### config.mk
export PLATFORM = sky130hd
export DESIGN_NAME = swdt_top
export DESIGN_NICKNAME = d
export VERILOG_FILES = /design/src/core/swdt_pkg.sv /design/src/core/swdt_unit.sv /design/src/core/swdt_top.sv
export SDC_FILE = /design/constraint.sdc
export NUM_CORES = 1
export LEC_CHECK = 0
export ABC_CLOCK_PERIOD_IN_PS = 5000
export BUFFER_PORTS_ARGS = -buffer_cell sky130_fd_sc_hd__buf_2
export CAP_MARGIN = 30
export CORE_MARGIN = 5
export CORE_UTILIZATION = 50
export CTS_CLUSTER_DIAMETER = 60
export DETAILED_ROUTE_END_ITERATION = 10
export PLACE_DENSITY = 0.69
export SLEW_MARGIN = 20
export SYNTH_ARGS = -nofsm -noshare
export SYNTH_HDL_FRONTEND = slang
export SYNTH_SLANG_ARGS = --single-unit
### constraint.sdc
create_clock -name core_clk -period 5 [get_ports core_clk]
set_input_delay 0.25 -clock core_clk [delete_from_list [all_inputs] [get_ports core_clk]]
set_output_delay 0.25 -clock core_clk [all_outputs]
set_load 0.03 [all_outputs]
### src/core/swdt_pkg.sv
// Shared types and constants for the staged watchdog block.
// Assumes a single 200 MHz core clock and plain-port configuration.
package swdt_pkg;
  localparam int unsigned NUM_WDT       = 3;
  localparam int unsigned NUM_MAIN      = 2;
  localparam int unsigned NUM_STAGE     = 4;
  localparam int unsigned CNT_W         = 32;
  localparam int unsigned AON_IDX       = 2;
  localparam logic [31:0] UNLOCK_KEY    = 32'h5afe_c0de;
  localparam logic [31:0] BOOT_TIMEOUT  = 32'h0098_9680;
  localparam logic [31:0] RST_STAGE_DEF = 32'h0000_ffff;

  // Stage action encoding
  typedef enum logic [1:0] {
    SWDT_ACT_INT  = 2'h0,
    SWDT_ACT_CPU  = 2'h1,
    SWDT_ACT_CORE = 2'h2,
    SWDT_ACT_SYS  = 2'h3
  } swdt_act_t;

  typedef struct packed {
    logic      en;
    swdt_act_t act;
    logic [CNT_W-1:0] timeout;
  } swdt_stage_cfg_t;

  typedef struct packed {
    logic            wdt_en;
    swdt_stage_cfg_t [NUM_STAGE-1:0] stage;
  } swdt_cfg_t;

  typedef struct packed {
    logic intr;
    logic cpu_rst;
    logic core_rst;
    logic sys_rst;
  } swdt_evt_t;

  typedef enum logic [1:0] {
    SWDT_ST_IDLE = 2'h0,
    SWDT_ST_RUN  = 2'h1,
    SWDT_ST_HALT = 2'h3
  } swdt_state_t;
endpackage

### src/core/swdt_unit.sv
// One four-stage watchdog counter.
// Assumes configuration is already write-protected upstream.
`timescale 1ns/100ps
module swdt_unit
  import swdt_pkg::*;
#(
  parameter bit ALLOW_SYS = 1'b0
) (
  // Clock and reset
  input  wire logic               core_clk,
  input  wire logic               rstn,
  // Control
  input  wire swdt_pkg::swdt_cfg_t cfg,
  input  wire logic               feed,
  // Status and actions
  output swdt_pkg::swdt_evt_t     evt,
  output logic [1:0]              stage_idx,
  output logic [31:0]             count
);
  import swdt_pkg::*;

  typedef struct packed {
    swdt_state_t st;
    logic [1:0]  stg;
    logic [31:0] cnt;
    swdt_evt_t   evt;
  } swdt_unit_state_t;

  swdt_unit_state_t s_q, s_d;
  swdt_act_t        act_eff;

  always_comb begin
    s_d     = s_q;
    s_d.evt = '0;
    act_eff = cfg.stage[s_q.stg].act;
    // Main watchdogs have no system reset; demote to core reset
    if (!ALLOW_SYS && act_eff == SWDT_ACT_SYS) begin
      act_eff = SWDT_ACT_CORE;
    end
    if (!cfg.wdt_en) begin
      s_d.st  = SWDT_ST_IDLE;
      s_d.stg = 2'h0;
      s_d.cnt = '0;
    end else if (feed) begin
      s_d.st  = SWDT_ST_RUN;
      s_d.stg = 2'h0;
      s_d.cnt = '0;
    end else begin
      unique case (s_q.st)
        SWDT_ST_IDLE: begin
          s_d.st = SWDT_ST_RUN;
        end
        SWDT_ST_RUN: begin
          if (!cfg.stage[s_q.stg].en) begin
            s_d.cnt = '0;
            s_d.stg = s_q.stg + 2'h1;
            if (s_q.stg == 2'h3) begin
              s_d.st = SWDT_ST_HALT;
            end
          end else if (s_q.cnt + 32'h1 >= cfg.stage[s_q.stg].timeout) begin
            s_d.cnt = '0;
            s_d.stg = s_q.stg + 2'h1;
            unique case (act_eff)
              SWDT_ACT_INT:  s_d.evt.intr     = 1'b1;
              SWDT_ACT_CPU:  s_d.evt.cpu_rst  = 1'b1;
              SWDT_ACT_CORE: s_d.evt.core_rst = 1'b1;
              SWDT_ACT_SYS:  s_d.evt.sys_rst  = 1'b1;
            endcase
            if (s_q.stg == 2'h3) begin
              s_d.st = SWDT_ST_HALT;
            end
          end else begin
            s_d.cnt = s_q.cnt + 32'h1;
          end
        end
        SWDT_ST_HALT: begin
          s_d.st = SWDT_ST_HALT;
        end
        default: begin
          s_d.st = SWDT_ST_IDLE;
        end
      endcase
    end
  end

  always_ff @(posedge core_clk or negedge rstn) begin
    if (!rstn) begin
      s_q <= '0;
    end else begin
      s_q <= s_d;
    end
  end

  assign evt       = s_q.evt;
  assign stage_idx = s_q.stg;
  assign count     = s_q.cnt;
endmodule

### src/core/swdt_top.sv
// Three staged watchdogs with write protection and flash boot guard.
// Assumes all control inputs come from logic on core_clk.
`timescale 1ns/100ps
module swdt_top
  import swdt_pkg::*;
#(
  // Boot guard length in core_clk cycles
  parameter logic [31:0] BOOT_LIMIT = BOOT_TIMEOUT
) (
  // Clock and reset
  input  wire logic                            core_clk,
  input  wire logic                            rstn,
  // Boot strap and completion
  input  wire logic                            flash_boot,
  input  wire logic                            boot_done,
  // Configuration write port
  input  wire logic [31:0]                     unlock_word,
  input  wire logic                            unlock_we,
  input  wire logic [swdt_pkg::NUM_WDT-1:0]    cfg_we,
  input  wire swdt_pkg::swdt_cfg_t             cfg_wdata,
  // Feed strobes
  input  wire logic [swdt_pkg::NUM_WDT-1:0]    feed,
  // Status
  output logic                                 unlocked,
  output logic [swdt_pkg::NUM_WDT-1:0][1:0]    stage_idx,
  output logic [swdt_pkg::NUM_WDT-1:0][31:0]   count,
  // Actions
  output logic [swdt_pkg::NUM_WDT-1:0]         wdt_intr,
  output logic                                 cpu_rst,
  output logic                                 core_rst,
  output logic                                 sys_rst
);
  import swdt_pkg::*;

  typedef struct packed {
    logic                      unlocked;
    swdt_cfg_t [NUM_WDT-1:0]   cfg;
    logic                      boot_arm;
    logic                      strap_seen;
    logic [31:0]               boot_cnt;
    logic [NUM_WDT-1:0]        intr;
    logic                      cpu_rst;
    logic                      core_rst;
    logic                      sys_rst;
  } swdt_top_state_t;

  swdt_top_state_t   s_q, s_d;
  swdt_evt_t [NUM_WDT-1:0] evt;

  // Boot default: all stages enabled, system reset (sys) or else core reset on final stage
  function automatic swdt_cfg_t boot_cfg(input logic sys);
    swdt_cfg_t c;
    c = '0;
    c.wdt_en = 1'b1;
    for (int i = 0; i < NUM_STAGE; i++) begin
      c.stage[i].en      = 1'b1;
      c.stage[i].timeout = RST_STAGE_DEF;
      c.stage[i].act     = SWDT_ACT_INT;
    end
    c.stage[NUM_STAGE-1].act = sys ? SWDT_ACT_SYS : SWDT_ACT_CORE;
    return c;
  endfunction

  always_comb begin
    s_d          = s_q;
    s_d.cpu_rst  = 1'b0;
    s_d.core_rst = 1'b0;
    s_d.sys_rst  = 1'b0;
    if (unlock_we) begin
      s_d.unlocked = (unlock_word == UNLOCK_KEY);
    end
    for (int i = 0; i < NUM_WDT; i++) begin
      if (cfg_we[i] && s_q.unlocked) begin
        s_d.cfg[i] = cfg_wdata;
      end
    end
    if (!s_q.strap_seen) begin
      s_d.strap_seen = 1'b1;
      if (flash_boot) begin
        s_d.boot_arm     = 1'b1;
        s_d.cfg[AON_IDX] = boot_cfg(1'b1);
        s_d.cfg[0]       = boot_cfg(1'b0);
      end
    end
    if (s_q.boot_arm) begin
      if (boot_done) begin
        s_d.boot_arm = 1'b0;
      end else if (s_q.boot_cnt + 32'h1 >= BOOT_LIMIT) begin
        s_d.boot_arm = 1'b0;
        s_d.sys_rst  = 1'b1;
      end else begin
        s_d.boot_cnt = s_q.boot_cnt + 32'h1;
      end
    end
    for (int i = 0; i < NUM_WDT; i++) begin
      s_d.intr[i] = evt[i].intr;
      if (evt[i].cpu_rst)  s_d.cpu_rst  = 1'b1;
      if (evt[i].core_rst) s_d.core_rst = 1'b1;
      if (evt[i].sys_rst)  s_d.sys_rst  = 1'b1;
    end
  end

  always_ff @(posedge core_clk or negedge rstn) begin
    if (!rstn) begin
      s_q <= '0;
    end else begin
      s_q <= s_d;
    end
  end

  for (genvar g = 0; g < NUM_WDT; g++) begin : g_wdt
    swdt_unit #(
      .ALLOW_SYS (g == AON_IDX)
    ) u_unit (
      .core_clk  (core_clk),
      .rstn      (rstn),
      .cfg       (s_q.cfg[g]),
      .feed      (feed[g]),
      .evt       (evt[g]),
      .stage_idx (stage_idx[g]),
      .count     (count[g])
    );
  end

  assign unlocked = s_q.unlocked;
  assign wdt_intr = s_q.intr;
  assign cpu_rst  = s_q.cpu_rst;
  assign core_rst = s_q.core_rst;
  assign sys_rst  = s_q.sys_rst;
endmodule

Word-level counts from Yosys, hierarchy flattened
Cells that the tools add are included.
{"block": "totals", "register_bits": 584, "input_bits": 184, "output_inout_bits": 109, "word_cells": 204}
{"block": "classes", "add_sub_neg": 7, "magnitude_cmp": 7, "n_eq_ne": 30, "mux": 77, "bitwise": 2, "reduce_logical": 13}
{"op": "$mux W141", "n": 4}
{"op": "$mux W36", "n": 9}
{"op": "$bmux W35 S2", "n": 3}
{"op": "$mux W143", "n": 1}
{"op": "$mux W142", "n": 1}
{"op": "$add A32 B1 Y32 const B", "n": 4}
{"op": "$mux W38", "n": 3}
{"op": "$mux W35", "n": 3}
{"op": "$ge A32 B32 Y1", "n": 3}
{"op": "$mux W32", "n": 3}
{"op": "$mux W4", "n": 15}
{"op": "$eq A32 B31 Y1 const B", "n": 1}
{"op": "$ge A32 B24 Y1 const B", "n": 1}
{"op": "$eq A2 B2 Y1 const B", "n": 14}
{"op": "$mux W1", "n": 27}
{"op": "$pmux W2 S3", "n": 3}
{"op": "$ne A5 B5 Y1 const B", "n": 3}
{"op": "$eq A2 B1 Y1 const B", "n": 6}
{"op": "$logic_not A2 Y1", "n": 6}
{"op": "$ne A4 B4 Y1 const B", "n": 3}
{"op": "$mux W2", "n": 5}
{"op": "$lt A2 B3 Y1 const B", "n": 3}
{"op": "$ne A3 B2 Y1 const B", "n": 3}
{"op": "$add A2 B1 Y2 const B", "n": 3}
{"op": "4 further kinds", "n": 9}

Depth between registers and ports, before layout
{"block": "depth", "ltp_word": 11, "ltp_mapped": 20, "ltp_nobuf": 18}

Modules after synthesis
Synthesis repeated with hierarchy kept, for this count alone.
{"block": "hier_totals", "hier_cells": 3036, "hier_area_um2": 31338.8}
{"mod": "swdt_top", "n_inst": 1, "cells_each": 1779, "area_each_um2": 18730.5}
{"mod": "swdt_unit (g_wdt[1].u_unit)", "n_inst": 1, "cells_each": 445, "area_each_um2": 4300.4}
{"mod": "swdt_unit (g_wdt[2].u_unit)", "n_inst": 1, "cells_each": 408, "area_each_um2": 4279.1}
{"mod": "swdt_unit (g_wdt[0].u_unit)", "n_inst": 1, "cells_each": 404, "area_each_um2": 4028.9}

Worst setup path before layout
OpenSTA, ideal clock, no wires.
{"block": "synth_path", "path_type": "reg-to-reg", "startpoint": "reg g_wdt[2].u_unit.s_q (netlist bit g_wdt[2].u_unit.count[3])", "endpoint": "reg g_wdt[2].u_unit.s_q (netlist bit g_wdt[2].u_unit.count[10])", "setup_ns": 0.082, "arrival_time_ns": 4.183, "required_ns": 4.918, "path_slack_ns": 0.735, "path_stages_with_launch": 20, "path_buffers": 3, "period_less_slack_ns": 4.265, "path_cell_list": "dfrtp_1 > clkbuf_1 > nand4_1 > or3_1 > nor2_2 > nand3_1 > nor3_2 > nand3_1 > xnor2_1 > ha_1 > a21o_1 > a21o_1 > a21oi_1 > o211ai_1 > a211oi_1 > a21o_1 > clkbuf_1 > clkbuf_1 > nand2_1 > a31oi_1"}
{"block": "synth_between", "elab_chain_len": 7}
{"item": "start, declared", "line_no": "swdt_unit.sv:29", "text": "swdt_unit_state_t s_q, s_d;"}
{"item": "start signal, assigned", "line_no": "swdt_unit.sv:88", "text": "s_q <= '0;"}
{"item": "start signal, assigned", "line_no": "swdt_unit.sv:90", "text": "s_q <= s_d;"}
{"item": "$add A32 B1 Y32 *", "line_no": "swdt_unit.sv:60, swdt_unit.sv:73"}
{"item": "$ge A32 B32 Y1", "line_no": "swdt_unit.sv:60", "text": "end else if (s_q.cnt + 32'h1 >= cfg.stage[s_q.stg].timeout) begin"}
{"item": "$mux W32 *", "line_no": "swdt_unit.sv:60"}
{"item": "$mux W36 *", "line_no": "swdt_unit.sv:54", "text": "if (!cfg.stage[s_q.stg].en) begin"}
{"item": "$mux W38 *", "line_no": "swdt_unit.sv:49", "text": "unique case (s_q.st)"}
{"item": "$mux W36 *", "line_no": "swdt_unit.sv:44", "text": "end else if (feed) begin"}
{"item": "$mux W36 *", "line_no": "swdt_unit.sv:40", "text": "if (!cfg.wdt_en) begin"}
Mark *: on every way between the ends. The rest lies on a longest branch, timed or not. The select of a mux whose other input is x is not followed.
A chain may end at the register's enable or synchronous reset.

Final worst setup path
{"block": "layout_path", "startpoint": "reg g_wdt[0].u_unit.s_q (netlist bit g_wdt[0].u_unit.count[0])", "endpoint": "reg g_wdt[0].u_unit.s_q (netlist bit g_wdt[0].u_unit.stage_idx[0])"}
{"block": "layout_between", "elab_chain_len": 4}
{"item": "start, declared", "line_no": "swdt_unit.sv:29"}
{"item": "start signal, assigned", "line_no": "swdt_unit.sv:88"}
{"item": "start signal, assigned", "line_no": "swdt_unit.sv:90"}
{"item": "$add A32 B1 Y32", "line_no": "swdt_unit.sv:60"}
{"item": "$ge A32 B32 Y1", "line_no": "swdt_unit.sv:60"}
{"item": "$ne A4 B4 Y1 (no source line)"}
{"item": "$reduce_and A2 Y1 (no source line)"}
Every way passes these cells.

==> run summary <==
status = finished, final reports clean
aggregate global routing overflow = 0
synthesized cell area = 30900 µm²
worst hold margin = 103 ps
TritonCTS Buffers = 68
worst-path fanout max = 15
fin crit share = 0.917
Lkg Pwr = 17.0 nW
CP Launch Type = register
Vias/cell = 5.98
r2r setup slk = 410 ps
commonest cells after routing, fill and taps aside = nand2_1 (654), dfrtp_1 (579), buf_2 (291)
Tot GR Track Use = 0.276
chip height = 258 µm
post-synth cell types = 72
transition time of the tightest slew-check pin = 961 ps
Synth Flop Type = dfrtp_1
Rows = 91
final hold violation count = 0
number of I/O port buffers = 292
CP endpoint kind = register
post-route cell area = 36300 µm²
Post-Place Cells = 3874
CP Data Arrival Time = 5070 ps
FFs w/ async S/R, synth = 1.00
P&R area growth vs syn = 17.7%
RSZ-0062 raised after global routing = no
Setup WS post-layout = 414 ps
Post-CTS Resized = 0
Placed Area = 32400 µm²
most common cell after layout, fill and taps aside = nand2_1
# fillers = 4973
Post-Synth XOR/XNOR Area = 0.0323
Slew HR = 0.360
Fin Setup TNS = 0 ps
DRT iter0 DRCs = 2243
Synth Area in Compound Gates = 0.0890
drt pass-1 iters = 6
Die Wd = 258 µm
RD Place Congestion = 0.959
Slew Viols, Final = 0
Worst-path clk slew = 60 ps
PD cells = 301 nW/µm²
min Tclk post-route = 4590 ps
f_max = 0.218 GHz
skew final = 24.1 ps
nets@finish = 3590
initial antenna violation count = 16
Finished Layout Cells = 4157
Clk Tree Root Cell = clkbuf_16
register area share after synthesis = 0.473
Setup Viol. Count Final = 0
kind of critical path = reg -> reg
via count = 24.9k
DRT Wirelength = 93400 µm
largest family of logic cells by synthesized area = simple AND/OR/NAND/NOR gates
CTS sink cnt = 584
core area = 61500 µm²
H-tree levels = 3
vias in the first global route = 25.1k
FF+latch count, synth = 584
clock latency on the worst-skew pair = 600 ps
wire per inst = 22.5 µm
Hold Path Class = in -> reg
DP Worst Slack = 472 ps
synthesized instance count = 3040
Ys Warns = 0
synthesized area per cell = 10.2 µm²
global-route wire length before repair = 146000 µm
layout cell share with drive strength beyond 1 = 0.216
Die Area = 66800 µm²
Starting Density = 0.502
pin count of the biggest net entering global routing = 183
number of synthesized flops with an enable pin = 0
Simple-Gate Fraction of Synth Area = 0.168
remaining antenna violation count = 0
io pins = 293
CTS tree = yes
Crit path required time = 5480 ps
Max clock buf depth = 3
DRC = 0
Max IR drop VDD = 0.388 mV
multiplexer share of the synthesized area = 0.132
DPL Wire Length = 64700 µm
total of max-cap violations = 0
adder-cell share of the synthesized area = 0.0417
# Post-CTS Setup Buffers = 0
[Yosys cell counts, types with 5 or more instances]
master,instances,area (µm²)
or3_1,8,50.1
nand4_1,46,288
nor2_1,58,218
nand2_1,657,2470
and4_1,10,87.6
o2111ai_1,15,131
xnor2_1,81,709
nor2b_1,12,75.1
buf_2,16,80.1
o21a_1,7,52.6
inv_1,122,458
o211ai_1,17,128
and3_1,44,275
nand2b_1,19,119
ha_1,103,1290
nor3_1,19,95.1
nor4_1,16,100
and2_1,20,125
mux2_2,143,1610
buf_1,25,93.8
a21oi_1,183,916
nand3_1,197,986
clkbuf_1,144,541
or2_2,5,31.3
a211oi_1,13,97.6
mux2i_1,9,90.1
o31ai_1,5,37.5
a21o_1,37,278
o21ai_0,34,170
dfrtp_1,584,14600
mux4_2,105,2360
a32o_1,17,170
a31oi_1,37,231
a22o_1,34,298
buf_4,106,796
xor2_1,33,289
[state kept, by name (all words and copies together) (netlist names), 3 cells and up]
signal                  flops
wdt_intr                    3
g_wdt.u_unit.s_q            6
g_wdt.u_unit.evt           12
g_wdt.u_unit.count         96
s_q                       457
g_wdt.u_unit.stage_idx      6
[metal layers]
layer / global-route usage / up-vias / wire length, µm / part of all wire
met4: 0.104 / 6 / 3970 / 0.042
met2: 0.437 / 1148 / 43600 / 0.47
met5: 0 / - / 39 / 0.00042
li1: - / 11100 / - / -
met1: 0.376 / 12400 / 38100 / 0.41
met3: 0.0614 / 238 / 7730 / 0.083
[power breakdown]
group | leakage [nW] | internal [mW] | total (mW) | switching, mW
clock network | 1.15 | 3.17 | 5.21 | 2.04
registers | 7.25 | 4.86 | 4.95 | 0.0957
logic | 8.55 | 0.330 | 0.776 | 0.446
[worst max-delay path: stages, from the launching register on]
cell	delay, ps
dfrtp_1	450
and3_1	180
nand3_1	140
or2_2	370
nor2_1	270
nand4_1	160
xnor2_1	220
ha_1	280
a21o_1	170
a21o_1	160
a2111oi_0	420
o21ai_0	210
a211o_1	320
a211oi_4	550
buf_4	320
nand4_1	110
o311ai_0	120
[worst paths after layout]
kind | start | endpoint | depth (start not counted)
setup / recovery | g_wdt[0].u_unit.count[0] | g_wdt[0].u_unit.stage_idx[0] | 16
hold / removal | flash_boot | s_q[352] | 3
setup reg to reg | g_wdt[0].u_unit.count[0] | g_wdt[0].u_unit.stage_idx[0] | 16
hold reg to reg | g_wdt[2].u_unit.evt[3] | wdt_intr[2] | 0
max in group asynchronous | rstn | s_q[310] | 4
min in group asynchronous | rstn | s_q[115] | 2
[logic make-up after synthesis]
kind of cell / Yosys count
other: 2
xor gates and xnor gates: 114
buffers and inverters: 414
adders and majority gates: 103
AOI/OAI and AO/OA: 426
DFF: 584
muxes: 257
and+or+nand+nor: 1140
[cell type report]
cell class / count / area (µm²) / area share
antenna: 14 / 35.0 / 0.000964
clock buffer: 92 / 1950 / 0.0538
clock inverter: 28 / 392 / 0.0108
inverter: 122 / 458 / 0.0126
multi-input combinational: 2043 / 14400 / 0.395
sequential: 584 / 14600 / 0.402
tap: 790 / 988 / 0.0272
timing repair buffer: 484 / 3530 / 0.0972
[per-stage QoR]
step                       util  power, mW
final                     0.591       10.9
after global routing      0.591       11.3
after CTS                 0.590       11.0
after detailed placement  0.528       5.70
after global placement    0.526       5.66
after floorplan               -       5.33
[timing repair]
item,CTS,global route
endpoints found under the hold margin,481,0
endpoints found under the setup margin,0,0
hold buffers,147,0
No activity file was read; power rests on OpenSTA's default activity.
